File: src/verilog/tmpwm_pkg.sv
// tmpwm_pkg: register map, field layout, modes and timing for the timer measure/pwm block
// assumes: 32-bit axi4-lite slave, 20 MHz aclk
package tmpwm_pkg;
    localparam int CNT_W = 24;
    localparam logic [23:0] CNT_ONES = 24'hffffff;
    // byte offsets
    localparam logic [7:0] OFF_CTRL = 8'h00;
    localparam logic [7:0] OFF_LOAD = 8'h04;
    localparam logic [7:0] OFF_CMP = 8'h08;
    localparam logic [7:0] OFF_COUNT = 8'h0c;
    localparam logic [7:0] OFF_LIVE = 8'h10;
    // control/status field positions
    localparam int B_TE = 0;
    localparam int B_OVERFLOW_IRQ_ENABLE = 1;
    localparam int B_COMPARE_IRQ_ENABLE = 2;
    localparam int B_MODE_LO = 4;
    localparam int B_INV = 8;
    localparam int B_TRM = 9;
    localparam int B_TOF = 20;
    localparam int B_TCF = 21;
    localparam int B_PIN = 22;
    localparam int B_IRQ_OV = 23;
    localparam int B_IRQ_CMP = 24;
    // mode codes
    localparam logic [3:0] MODE_WIDTH = 4'h4;
    localparam logic [3:0] MODE_PERIOD = 4'h5;
    localparam logic [3:0] MODE_CAPTURE = 4'h6;
    localparam logic [3:0] MODE_PWM = 4'h7;
    // timer clock is half the internal clock
    localparam int CLK_HZ = 20000000;
    localparam int TCLK_DIV = 2;
    localparam logic [31:0] RST_VAL = 32'h00000000;
    localparam logic [1:0] RESP_OKAY = 2'b00;
    localparam logic [1:0] RESP_SLVERR = 2'b10;
    typedef enum logic [1:0] {TMPWM_IDLE, TMPWM_RUN, TMPWM_HALT} tmpwm_state_t;
endpackage : tmpwm_pkg

File: src/verilog/tmpwm_sync.sv
// tmpwm_sync: two-flop synchroniser with edge detect on the second stage
// assumes: pin input asynchronous to aclk
`timescale 1ns/1ps
module tmpwm_sync (
    input wire logic aclk, // clock
    input wire logic aresetn, // sync reset, active low
    input wire logic din, // raw pin level
    output logic dout, // synchronised level
    output logic rise, // rising edge pulse
    output logic fall // falling edge pulse
);
    logic s1_reg, s2_reg, s3_reg;
    logic s1_next, s2_next, s3_next;
    // next values of the chain
    always_comb begin
        s1_next = din;
        s2_next = s1_reg;
        s3_next = s2_reg;
    end
    // register chain
    always_ff @(posedge aclk) begin
        if (!aresetn) begin
            s1_reg <= 1'b0;
            s2_reg <= 1'b0;
            s3_reg <= 1'b0;
        end else begin
            s1_reg <= s1_next;
            s2_reg <= s2_next;
            s3_reg <= s3_next;
        end
    end
    assign dout = s2_reg;
    assign rise = s2_reg & ~s3_reg;
    assign fall = ~s2_reg & s3_reg;
endmodule : tmpwm_sync

File: src/verilog/tmpwm_top.sv
// tmpwm_top: one timer channel, width/period/capture measurement and pwm
// assumes: axi4-lite master on aclk; pin wired through an external buffer
//
// Functional notes
// - mode field picks width, period, capture, pwm
// - pin synchronised to clock before use
// - width: start edge by polarity loads counter
// - width: opposite edge captures, flags; stops only with reload
// - width: reload on next start edge
// - period: same-polarity edges, first loads counter
// - period: next edge flags and captures count
// - period: reload restarts, else count to overflow
// - capture: count to edge, flag, halt, capture
// - capture: polarity selects ending edge
// - pwm: compare match toggles pin, flags, captures
// - pwm: overflow toggles, flags, optional reload
// - pwm: pin starts at polarity value
// - 24-bit counter, overflow past all ones
// - pwm duty set by compare value
// - pwm no-reload overflow loads count register
// - enable set clears counter and starts pwm and capture; width and period wait for their first edge
// - count readable anytime without disturbing
`timescale 1ns/1ps
module tmpwm_top
    import tmpwm_pkg::*;
(
    input wire logic aclk, // 20 MHz clock
    input wire logic aresetn, // sync reset, active low
    input wire logic [7:0] s_axi_awaddr, // write address
    input wire logic s_axi_awvalid, // write address valid
    output logic s_axi_awready, // write address ready
    input wire logic [31:0] s_axi_wdata, // write data
    input wire logic [3:0] s_axi_wstrb, // write strobes
    input wire logic s_axi_wvalid, // write data valid
    output logic s_axi_wready, // write data ready
    output logic [1:0] s_axi_bresp, // write response
    output logic s_axi_bvalid, // write response valid
    input wire logic s_axi_bready, // write response ready
    input wire logic [7:0] s_axi_araddr, // read address
    input wire logic s_axi_arvalid, // read address valid
    output logic s_axi_arready, // read address ready
    output logic [31:0] s_axi_rdata, // read data
    output logic [1:0] s_axi_rresp, // read response
    output logic s_axi_rvalid, // read data valid
    input wire logic s_axi_rready, // read data ready
    input wire logic timer_pin_i, // pin level in
    output logic timer_pin_o, // pin level out
    output logic timer_pin_oe_n, // pin drive enable, low drives
    output logic compare_irq, // compare interrupt request
    output logic overflow_irq // overflow interrupt request
);
    localparam int TCLK_HZ = CLK_HZ / TCLK_DIV;

    // strobe merge for one register word
    function automatic logic [31:0] merge(input logic [31:0] old, input logic [31:0] nw,
                                          input logic [3:0] be);
        logic [31:0] r;
        r = old;
        for (int i = 0; i < 4; i++) begin
            if (be[i]) begin
                r[i*8 +: 8] = nw[i*8 +: 8];
            end
        end
        return r;
    endfunction : merge

    ////////////////////////////////////////////////////////////////////////////
    // pin synchroniser
    logic pin_s, pin_rise, pin_fall;
    tmpwm_sync u_sync (
        .aclk(aclk),
        .aresetn(aresetn),
        .din(timer_pin_i),
        .dout(pin_s),
        .rise(pin_rise),
        .fall(pin_fall)
    );

    ////////////////////////////////////////////////////////////////////////////
    // registers and state
    logic te_reg, te_next, overflow_irq_enable_reg, overflow_irq_enable_next, compare_irq_enable_reg, compare_irq_enable_next;
    logic inv_reg, inv_next, trm_reg, trm_next;
    logic [3:0] mode_reg, mode_next;
    logic tof_reg, tof_next, tcf_reg, tcf_next;
    logic [23:0] load_reg, load_next, cmp_reg, cmp_next, cnt_reg, cnt_next;
    logic [23:0] count_reg, count_next;
    logic pin_reg, pin_next, oe_n_reg, oe_n_next;
    logic div_reg, div_next;
    logic reload_reg, reload_next;
    tmpwm_state_t st_reg, st_next;
    logic awr_reg, awr_next, wr_reg, wr_next, bv_reg, bv_next;
    logic ar_reg, ar_next, rv_reg, rv_next;
    logic [31:0] rd_reg, rd_next;
    logic [1:0] bresp_reg, bresp_next, rresp_reg, rresp_next;
    logic cirq_reg, cirq_next, oirq_reg, oirq_next;

    logic [7:0] awa_reg, awa_next;
    logic [31:0] wd_reg, wd_next;
    logic [3:0] ws_reg, ws_next;
    logic have_aw_reg, have_aw_next, have_w_reg, have_w_next;

    logic [31:0] ctrl_word;
    logic start_edge, stop_edge, tick, do_wr, wr_ctrl, clr_tof, clr_tcf;
    logic set_tcf, set_tof;
    logic [31:0] wmerged;

    // control/status as seen by software
    always_comb begin
        ctrl_word = '0;
        ctrl_word[B_TE] = te_reg;
        ctrl_word[B_OVERFLOW_IRQ_ENABLE] = overflow_irq_enable_reg;
        ctrl_word[B_COMPARE_IRQ_ENABLE] = compare_irq_enable_reg;
        ctrl_word[B_MODE_LO +: 4] = mode_reg;
        ctrl_word[B_INV] = inv_reg;
        ctrl_word[B_TRM] = trm_reg;
        ctrl_word[B_TOF] = tof_reg;
        ctrl_word[B_TCF] = tcf_reg;
        ctrl_word[B_PIN] = pin_s;
        ctrl_word[B_IRQ_OV] = oirq_reg;
        ctrl_word[B_IRQ_CMP] = cirq_reg;
    end

    ////////////////////////////////////////////////////////////////////////////
    // axi4-lite slave: address and data taken in either order
    always_comb begin
        have_aw_next = have_aw_reg;
        have_w_next = have_w_reg;
        awa_next = awa_reg;
        wd_next = wd_reg;
        ws_next = ws_reg;
        bv_next = bv_reg;
        bresp_next = bresp_reg;
        if (s_axi_awvalid && awr_reg) begin
            have_aw_next = 1'b1;
            awa_next = s_axi_awaddr;
        end
        if (s_axi_wvalid && wr_reg) begin
            have_w_next = 1'b1;
            wd_next = s_axi_wdata;
            ws_next = s_axi_wstrb;
        end
        do_wr = have_aw_reg && have_w_reg && !bv_reg;
        if (do_wr) begin
            have_aw_next = 1'b0;
            have_w_next = 1'b0;
            bv_next = 1'b1;
            bresp_next = (awa_reg[7:2] <= OFF_COUNT[7:2]) ? RESP_OKAY : RESP_SLVERR;
        end else if (bv_reg && s_axi_bready) begin
            bv_next = 1'b0;
        end
        // channels stay closed until the response has been taken
        awr_next = ~have_aw_next & ~bv_next;
        wr_next = ~have_w_next & ~bv_next;
        wmerged = merge(ctrl_word, wd_reg, ws_reg);
        wr_ctrl = do_wr && awa_reg == OFF_CTRL;
        // status flags clear by writing one
        clr_tof = wr_ctrl && ws_reg[B_TOF/8] && wd_reg[B_TOF];
        clr_tcf = wr_ctrl && ws_reg[B_TCF/8] && wd_reg[B_TCF];
    end

    always_comb begin
        ar_next = ar_reg;
        rv_next = rv_reg;
        rd_next = rd_reg;
        rresp_next = rresp_reg;
        if (s_axi_arvalid && ar_reg) begin
            ar_next = 1'b0;
            rv_next = 1'b1;
            rresp_next = RESP_OKAY;
            unique case (s_axi_araddr)
                OFF_CTRL: rd_next = ctrl_word;
                OFF_LOAD: rd_next = {8'h00, load_reg};
                OFF_CMP: rd_next = {8'h00, cmp_reg};
                OFF_COUNT: rd_next = {8'h00, count_reg};
                OFF_LIVE: rd_next = {8'h00, cnt_reg};
                default: begin
                    rd_next = 32'h00000000;
                    rresp_next = RESP_SLVERR;
                end
            endcase
        end else if (rv_reg && s_axi_rready) begin
            rv_next = 1'b0;
            ar_next = 1'b1;
        end
    end

    ////////////////////////////////////////////////////////////////////////////
    // timer core
    always_comb begin
        te_next = te_reg;
        overflow_irq_enable_next = overflow_irq_enable_reg;
        compare_irq_enable_next = compare_irq_enable_reg;
        mode_next = mode_reg;
        inv_next = inv_reg;
        trm_next = trm_reg;
        load_next = load_reg;
        cmp_next = cmp_reg;
        cnt_next = cnt_reg;
        count_next = count_reg;
        pin_next = pin_reg;
        oe_n_next = (mode_reg != MODE_PWM) | ~te_reg;
        st_next = st_reg;
        reload_next = reload_reg;
        set_tcf = 1'b0;
        set_tof = 1'b0;
        // timer clock is half the internal clock
        div_next = te_reg ? ~div_reg : 1'b0;
        tick = te_reg && div_reg;
        start_edge = inv_reg ? pin_fall : pin_rise;
        stop_edge = inv_reg ? pin_rise : pin_fall;
        if (wr_ctrl) begin
            te_next = wmerged[B_TE];
            overflow_irq_enable_next = wmerged[B_OVERFLOW_IRQ_ENABLE];
            compare_irq_enable_next = wmerged[B_COMPARE_IRQ_ENABLE];
            mode_next = wmerged[B_MODE_LO +: 4];
            inv_next = wmerged[B_INV];
            trm_next = wmerged[B_TRM];
        end
        if (do_wr && awa_reg == OFF_LOAD) begin
            load_next = 24'(merge({8'h00, load_reg}, wd_reg, ws_reg));
        end
        if (do_wr && awa_reg == OFF_CMP) begin
            cmp_next = 24'(merge({8'h00, cmp_reg}, wd_reg, ws_reg));
        end
        if (!te_reg) begin
            st_next = TMPWM_IDLE;
            if (te_next) begin
                cnt_next = '0;
                div_next = 1'b0;
                reload_next = 1'b0;
                pin_next = wmerged[B_INV];
                // width and period wait for an edge, pwm and capture run at once
                st_next = (wmerged[B_MODE_LO +: 4] == MODE_PWM ||
                           wmerged[B_MODE_LO +: 4] == MODE_CAPTURE) ?
                          TMPWM_RUN : TMPWM_IDLE;
                // pwm loads the load value on its first clock
                reload_next = wmerged[B_MODE_LO +: 4] == MODE_PWM;
            end
        end else begin
            unique case (mode_reg)
                MODE_WIDTH: begin
                    // no reload keeps counting, halt waits for start edge
                    if (tick && st_reg != TMPWM_HALT) begin
                        cnt_next = cnt_reg + 24'h000001;
                    end
                    // start edge load wins over the tick above
                    if (st_reg != TMPWM_RUN && start_edge) begin
                        cnt_next = load_reg;
                        st_next = TMPWM_RUN;
                    end else if (st_reg == TMPWM_RUN && stop_edge) begin
                        count_next = cnt_reg;
                        set_tcf = 1'b1;
                        st_next = trm_reg ? TMPWM_HALT : TMPWM_IDLE;
                    end
                end
                MODE_PERIOD: begin
                    if (start_edge) begin
                        if (st_reg == TMPWM_RUN) begin
                            count_next = cnt_reg;
                            set_tcf = 1'b1;
                        end
                        if (st_reg != TMPWM_RUN || trm_reg) begin
                            cnt_next = trm_reg && st_reg == TMPWM_RUN ? '0 : load_reg;
                        end
                        st_next = TMPWM_RUN;
                    end else if (tick && st_reg == TMPWM_RUN) begin
                        cnt_next = cnt_reg + 24'h000001;
                        if (cnt_reg == CNT_ONES) begin
                            set_tof = 1'b1;
                        end
                    end
                end
                MODE_CAPTURE: begin
                    if (st_reg == TMPWM_RUN && start_edge) begin
                        count_next = cnt_reg;
                        set_tcf = 1'b1;
                        st_next = TMPWM_HALT;
                    end else if (tick && st_reg == TMPWM_RUN) begin
                        cnt_next = cnt_reg + 24'h000001;
                    end
                end
                MODE_PWM: begin
                    if (tick) begin
                        if (reload_reg) begin
                            // first timer clock loads load value
                            cnt_next = load_reg;
                            reload_next = 1'b0;
                        end else begin
                            cnt_next = cnt_reg + 24'h000001;
                            if (cnt_next == cmp_reg) begin
                                pin_next = ~pin_reg;
                                set_tcf = 1'b1;
                                count_next = cnt_next;
                            end
                            if (cnt_reg == CNT_ONES) begin
                                pin_next = ~pin_reg;
                                set_tof = 1'b1;
                                // reload keeps period at ones minus load plus one
                                if (trm_reg) begin
                                    cnt_next = load_reg;
                                end
                                if (!trm_reg) begin
                                    count_next = load_reg;
                                end
                            end
                        end
                    end
                end
                default: begin
                    st_next = TMPWM_IDLE;
                end
            endcase
        end
        // flag sets win over software clears
        tcf_next = set_tcf | (tcf_reg & ~clr_tcf);
        tof_next = set_tof | (tof_reg & ~clr_tof);
        cirq_next = tcf_next & compare_irq_enable_next;
        oirq_next = tof_next & overflow_irq_enable_next;
    end

    ////////////////////////////////////////////////////////////////////////////
    // state registers
    always_ff @(posedge aclk) begin
        if (!aresetn) begin
            {te_reg, overflow_irq_enable_reg, compare_irq_enable_reg, inv_reg, trm_reg} <= 5'h00;
            mode_reg <= 4'h0;
            {tof_reg, tcf_reg, cirq_reg, oirq_reg} <= 4'h0;
            load_reg <= RST_VAL[23:0];
            cmp_reg <= RST_VAL[23:0];
            cnt_reg <= RST_VAL[23:0];
            count_reg <= RST_VAL[23:0];
            pin_reg <= 1'b0;
            oe_n_reg <= 1'b1;
            div_reg <= 1'b0;
            reload_reg <= 1'b0;
            st_reg <= TMPWM_IDLE;
            {awr_reg, wr_reg, ar_reg} <= 3'h7;
            {bv_reg, rv_reg, have_aw_reg, have_w_reg} <= 4'h0;
            rd_reg <= RST_VAL;
            {bresp_reg, rresp_reg} <= 4'h0;
            awa_reg <= 8'h00;
            wd_reg <= RST_VAL;
            ws_reg <= 4'h0;
        end else begin
            {te_reg, overflow_irq_enable_reg, compare_irq_enable_reg, inv_reg, trm_reg} <=
                {te_next, overflow_irq_enable_next, compare_irq_enable_next, inv_next, trm_next};
            mode_reg <= mode_next;
            {tof_reg, tcf_reg, cirq_reg, oirq_reg} <= {tof_next, tcf_next, cirq_next, oirq_next};
            load_reg <= load_next;
            cmp_reg <= cmp_next;
            cnt_reg <= cnt_next;
            count_reg <= count_next;
            pin_reg <= pin_next;
            oe_n_reg <= oe_n_next;
            div_reg <= div_next;
            reload_reg <= reload_next;
            st_reg <= st_next;
            {awr_reg, wr_reg, ar_reg} <= {awr_next, wr_next, ar_next};
            {bv_reg, rv_reg, have_aw_reg, have_w_reg} <=
                {bv_next, rv_next, have_aw_next, have_w_next};
            rd_reg <= rd_next;
            {bresp_reg, rresp_reg} <= {bresp_next, rresp_next};
            awa_reg <= awa_next;
            wd_reg <= wd_next;
            ws_reg <= ws_next;
        end
    end

    // outputs straight from flops
    assign s_axi_awready = awr_reg;
    assign s_axi_wready = wr_reg;
    assign s_axi_bvalid = bv_reg;
    assign s_axi_bresp = bresp_reg;
    assign s_axi_arready = ar_reg;
    assign s_axi_rvalid = rv_reg;
    assign s_axi_rdata = rd_reg;
    assign s_axi_rresp = rresp_reg;
    assign timer_pin_o = pin_reg;
    assign timer_pin_oe_n = oe_n_reg;
    assign compare_irq = cirq_reg;
    assign overflow_irq = oirq_reg;
endmodule : tmpwm_top
File: config.mk
export PLATFORM = sky130hd
export DESIGN_NAME = tmpwm_top
export DESIGN_NICKNAME = d
export VERILOG_FILES = /design/src/verilog/tmpwm_pkg.sv /design/src/verilog/tmpwm_sync.sv /design/src/verilog/tmpwm_top.sv
export SDC_FILE = /design/constraint.sdc
export NUM_CORES = 1
export LEC_CHECK = 0
export ABC_AREA = 1
export BUFFER_PORTS_ARGS = -buffer_cell sky130_fd_sc_hd__buf_2
export CAP_MARGIN = 0
export CORE_MARGIN = 10
export CORE_UTILIZATION = 30
export DETAILED_ROUTE_END_ITERATION = 6
export SETUP_SLACK_MARGIN = 0.2
export SLEW_MARGIN = 5
export SYNTH_ARGS = -nofsm -noshare
export SYNTH_HDL_FRONTEND = slang
export SYNTH_SLANG_ARGS = --single-unit
File: constraint.sdc
create_clock -name aclk -period 3.1 [get_ports aclk]
set_input_delay 0.155 -clock aclk [delete_from_list [all_inputs] [get_ports aclk]]
set_output_delay 0.155 -clock aclk [all_outputs]
set_load 0.01 [all_outputs]
== Word level (Yosys, flattened, before mapping) ==
Cells that the tools add are included.
Operators by class
  add/sub/neg operators: 1
  multipliers: 0
  div/mod/pow operators: 0
  magnitude comparators: 1
  equality and inequality tests: 38
  shifts and indexed selects: 0
  mux-type cells: 85
  bitwise logic cells: 21
  reductions and logical operators: 41
Operator list (count)
  2-to-1 mux 24 bit: 23
  one-hot mux 24 bit (4 select lines): 2
  one-hot mux 25 bit (5 select lines): 1
  2-to-1 mux 1 bit: 47
  adder 24 x 1 -> 24 bit, second input constant: 1
  equality test 24 bit: 1
  equality test 24 bit, second input constant: 1
  equality test 4 x 3 -> 1 bit, second input constant: 6
  equality test 8 x 4 -> 1 bit, second input constant: 3
  logical AND 1 bit: 20
  != test 2 bit, second input constant: 10
  equality test 8 x 3 -> 1 bit, second input constant: 2
  logical NOT 8 bit: 2
  2-to-1 mux 2 bit: 8
  AND reduction 2 bit: 7
  != test 3 bit, second input constant: 4
  != test 4 bit, second input constant: 3
  inverter 1 bit: 10
  AND reduction 9 bit: 1
  AND 1 bit: 8
  equality test 8 x 5 -> 1 bit, second input constant: 1
  2-to-1 mux 8 bit: 1
  one-hot mux 2 bit (4 select lines): 1
  <= comparator 6 x 2 -> 1 bit, second input constant: 1
  other kinds (17): 23
Word-level totals
  bits in registers: 196
  bits in latches: 0
  memory bits (writable): 0
  ROM bits: 0
  logic and storage cells: 226
  memories: 0

== Logic depth before layout (Yosys ltp) ==
  word-level depth: 10
  mapped depth: 20
  mapped depth without buffers: 19

== Modules after synthesis ==
Synthesis repeated with hierarchy kept, for this count alone.
Second synthesis, totals
  cell total of the unflattened synthesis: 1700
  area, all modules: 10958.0 um2
By module, submodules not included
  tmpwm_top: instances 1, cells an instance 1687, area each 10857.9 um2, sequential area each 3683.5 um2
  tmpwm_sync: instances 1, cells an instance 13, area each 100.1 um2, sequential area each 60.1 um2

== Worst setup path after synthesis ==
Ideal clock, no wire load.
  path type: flip-flop to flip-flop
  start point: register cnt_reg[1]
  end point: register count_reg[10]
  setup time: 119 ps
  arrival: 2185 ps
  required time: 2981 ps
  path slack: 795 ps
  stages on the path, launching flop included: 18
  buffers on the path: 1
  period minus slack after synthesis: 2305 ps
  cells stage by stage: dfxtp_1 ha_1 nand2_2 nor2_8 nand2_1 nor2_1 nand3_1 nand2_1 nand2_1 nand2_1 nand3_2 nor2_8 nand2_4 buf_6 nand2_1 nand2_1 o21ai_1 a21oi_1
On the way
  cells in the longest elaborated chain, start to end: 8
  elaborated cells on any way between the ends: 9
  those cells by class: add/sub (1); eq/ne (2); mux (6)
Ends and longest elaborated chain
  start: declaration: RTL line tmpwm_top.sv:85  | logic [23:0] load_reg, load_next, cmp_reg, cmp_next, cnt_reg, cnt_next;
  start signal: assignment: RTL line tmpwm_top.sv:330  | cnt_reg <= RST_VAL[23:0];
  start signal: assignment: RTL line tmpwm_top.sv:351  | cnt_reg <= cnt_next;
  adder 24 x 1 -> 24 bit: RTL line tmpwm_top.sv:289  | cnt_next = cnt_reg + 24'h000001;
  equality test 24 bit: RTL line tmpwm_top.sv:290  | if (cnt_next == cmp_reg) begin
  2-to-1 mux 24 bit: RTL line tmpwm_top.sv:290
  2-to-1 mux 24 bit: RTL line tmpwm_top.sv:302  | if (!trm_reg) begin
  2-to-1 mux 24 bit (*): RTL line tmpwm_top.sv:295  | if (cnt_reg == CNT_ONES) begin
  2-to-1 mux 24 bit (*): RTL line tmpwm_top.sv:284  | if (reload_reg) begin
  2-to-1 mux 24 bit (*): RTL line tmpwm_top.sv:283  | if (tick) begin
  one-hot mux 24 bit (4 select lines) (*): RTL line tmpwm_top.sv:240  | unique case (mode_reg)
  end signal: assignment: RTL line tmpwm_top.sv:331  | count_reg <= RST_VAL[23:0];
  end signal: assignment: RTL line tmpwm_top.sv:352  | count_reg <= count_next;
  end: declaration: RTL line tmpwm_top.sv:86  | logic [23:0] count_reg, count_next;
Every way passes the cells marked *; elsewhere a longest branch is shown, timed or not. The select of a mux whose other input is x is not followed.
A chain may end at the register's enable or synchronous reset.

== Worst setup path in the final report ==
  start point: register cnt_reg[9]
  end point: register count_reg[4]
Same word-level chain as after synthesis.

==> impl_metrics.tcl <==
set metrics [dict create \
    ys_types 48 \
    synth.ff_latch_count 187 \
    hpwl_mm 32.3 \
    ios 105 \
    worstSetupPathType "flip-flop to flip-flop" \
    syn_area_um2 10900 \
    timing.critical_path.arrival_ns 3.05 \
    setup_violations 0 \
    clkSlewWorstSetupHoldPaths_ns 0.08 \
    worstSkewPairLatency_ns 0.45 \
    drt-pass1-iter-count 6 \
    synth.top_cell.area_share 0.342 \
    hold_end "s_axi_bvalid" \
    number_of_enable_type_register_cells_in_the_synthesized_netlist 0 \
    biggest_cell_delay_along_the_critical_path_ns 0.48 \
    die_w_um 211 \
    largest_register_ffs 25 \
    drc_errors 0 \
    worst_ep_required_time_ns 3.43 \
    clockBufferDepth 2 \
    final_clock_period_utilization_by_the_worst_path 0.876 \
    diodes 0 \
    worst-r2r-cell-count 13 \
    post_drt_via_cell_ratio 5.46 \
    run_status "finished, final reports clean" \
    clock_tree.htree_level_count 4 \
    synth_area_per_cell_um2 6.41 \
    setup_total_negative_slack_ns 0 \
    hold_violations_final 0 \
    critPathLaunch "cnt_reg[9]" \
    grt_pass1_wl_mm 69.2 \
    avgRoutedWirePerCell_um 19.7 \
    critical_path.cell_chain "nand2_1, nor2_1, inv_1, nor2_4, nand3_2, nor3_2, buf_4, nand2_1, inv_1, buf_4, a21oi_1, o21ai_1, a21oi_1" \
    cts.repair_timing.setup_buffer_count 0 \
    drive_gt1_frac 0.140 \
    core.rowCount 69 \
    hold_path_startpoint "s_axi_bready" \
    slew_headroom 0.473 \
    synth-main-ff-cell "sky130_fd_sc_hd__dfxtp_1" \
    final_critical_path_time_including_i_o_delays_and_setup_ns 2.72 \
    floorplan.initialDensity 0.306 \
    area_growth_syn_to_layout_pct 19.4 \
    chipHeight_um 211 \
    fmaxAchievable_mhz 368 \
    peakVddDrop_v 0.000336 \
    globalRoute.totalOverflow 0 \
    synthCells 1706 \
    p_per_area_nw_per_um2 391 \
    crit-reg2reg-launch "cnt_reg[9]" \
    finish.net_count 1886 \
    worst_hold_path_type "input port to flip-flop" \
    numCtsBuffers 17 \
    clock-skew-final_ns 0.0105 \
    routabilityCongestion 0.951 \
    cts_tree "done" \
    yosysWarningCount 0 \
    power.leakage_nw 5.24 \
    timing_worst_slew_pin_value_ns 0.790 \
    grt_antenna_before_repair 0 \
    drv.max_cap_violation_count 0 \
    r2r_slack_ns 0.38 \
    critPathMaxFanout 7 \
    finalWirelength_mm 45.4 \
    route.antenna.remaining_nets 0 \
    number_of_global_route_vias_before_repair 12200 \
    drt_first_iter_violations 1181 \
    kind_of_start_point_of_the_critical_path "flip-flop" \
    coreArea_um2 35700 \
    die_area_um2 44500 \
    worstHoldPathCells 3 \
    cts_sinks 187 \
    clock_tree.root_cell "sky130_fd_sc_hd__clkbuf_16" \
    final-max-slew-violation-count 0 \
    critPathSlowestCell "sky130_fd_sc_hd__dfxtp_1" \
    synth_async_sr_flop_share 0 \
    numPortBuffers 86 \
    grt_usage 0.199 \
    grt_max_degree 71 \
    seq_area_frac_synth 0.342 \
    ys_top_cells_by_area "sky130_fd_sc_hd__dfxtp_1, sky130_fd_sc_hd__nand2_1, sky130_fd_sc_hd__a21oi_1" \
    rsz0062_at_grt "false" \
    timing.rr.end "count_reg[4]" \
    vias 12500 \
    fin_worst_hold_slack_ns 0.0140 \
    post-synth-top-area-cell "sky130_fd_sc_hd__dfxtp_1" \
    setup.worst_path.end_class "flip-flop" \
]
==> how the worst max path moves through the flow <==
stage | to | slack, ns | cells past startpoint
floorplan | count_reg[10] | 0.80 | 17
global placement | count_reg[4] | 0.36 | 14
detailed placement | compare_irq | 0.31 | 16
CTS | compare_irq | 0.29 | 16
global route | count_reg[18] | 0.20 | 17
finish | count_reg[4] | 0.38 | 13
==> layer usage <==
layer,track usage,routed length (um),vias to the layer above
met5,0,0,-
met4,0.102,2180,0
met2,0.329,20800,606
met3,0.0386,3980,148
met1,0.243,18400,5824
li1,-,-,5970
==> cell families (layout without fill, tap and decap cells) <==
kind of cell | after synthesis | in the layout | synth area share
flops | 187 | 187 | 0.342
buf+inv | 265 | 389 | 0.0973
fa+ha+maj | 1 | 1 | 0.00114
other cells | 1 | 9 | 0.000343
xor+xnor | 4 | 4 | 0.00595
simple gates | 701 | 701 | 0.281
compound gates | 547 | 547 | 0.272
==> power by group <==
part / switching, mW / internal (mW)
sequential: 0.0780 / 2.47
clock: 1.08 / 1.10
combinational: 0.239 / 0.146
total: 1.40 / 3.71
==> synth_stat cells (all sizes together) (3+ instances only) <==
master	n
nand3	117
dfxtp	187
or2	4
nand4	8
a31oi	4
o2111ai	7
a21oi	243
nor2	171
a211oi	4
nand2	376
clkbuf	73
buf	26
nor4	3
clkinv	5
inv	161
o22ai	25
a221oi	19
o21ai	217
nor3	17
o211ai	21
==> area by class of cell <==
cell class,instances,area [um2]
Inverter,166,623
Fill cell,3955,22700
Timing Repair Buffer,191,1370
Sequential cell,187,3750
Tap cell,461,577
Clock buffer,20,457
Multi-Input combinational cell,1262,6180
Clock inverter,12,103
==> critical path: cells and delay by family, from the launching register on <==
family                 cells  cell delay [ns]
AOI/OAI and AO/OA          3             0.27
buffers and inverters      4             0.92
DFF                        1             0.48
and+or+nand+nor            6             0.94
==> through the flow <==
stage	cells	setup slack, ns	util	total power [mW]	instance area, um2
floorplan	1714	0.795	-	2.79	11000
global placement	2232	0.357	0.339	2.94	12100
detailed placement	2232	0.309	0.339	2.95	12100
CTS	2299	0.286	0.365	5.14	13000
global route	2299	0.205	0.366	5.27	13100
finish	2299	0.383	0.366	5.11	13100
==> repair_timing <==
item | in CTS | in global routing
hold buffers | 35 | 0
setup endpoints to repair | 0 | 49
endpoints found under the hold margin | 35 | 0
resized for setup | 0 | 13
==> cell usage in the layout, fill, tap and decap left out, types with 7 or more instances in the layout <==
cell	n
sky130_fd_sc_hd__buf_4	66
sky130_fd_sc_hd__a221oi_1	19
sky130_fd_sc_hd__o2111ai_1	7
sky130_fd_sc_hd__dlygate4sd3_1	35
sky130_fd_sc_hd__clkbuf_16	17
sky130_fd_sc_hd__a21oi_1	240
sky130_fd_sc_hd__nand2_2	19
sky130_fd_sc_hd__nand4_1	8
sky130_fd_sc_hd__o21ai_0	201
sky130_fd_sc_hd__nand3_1	110
sky130_fd_sc_hd__o22ai_1	25
sky130_fd_sc_hd__nor3_1	15
sky130_fd_sc_hd__o211ai_1	21
sky130_fd_sc_hd__nand2_1	354
sky130_fd_sc_hd__nand3_2	7
sky130_fd_sc_hd__inv_1	155
sky130_fd_sc_hd__dfxtp_1	181
sky130_fd_sc_hd__conb_1	9
sky130_fd_sc_hd__o21ai_1	14
sky130_fd_sc_hd__buf_2	85
sky130_fd_sc_hd__nor2_1	155
No activity file was read; power rests on OpenSTA's default activity.
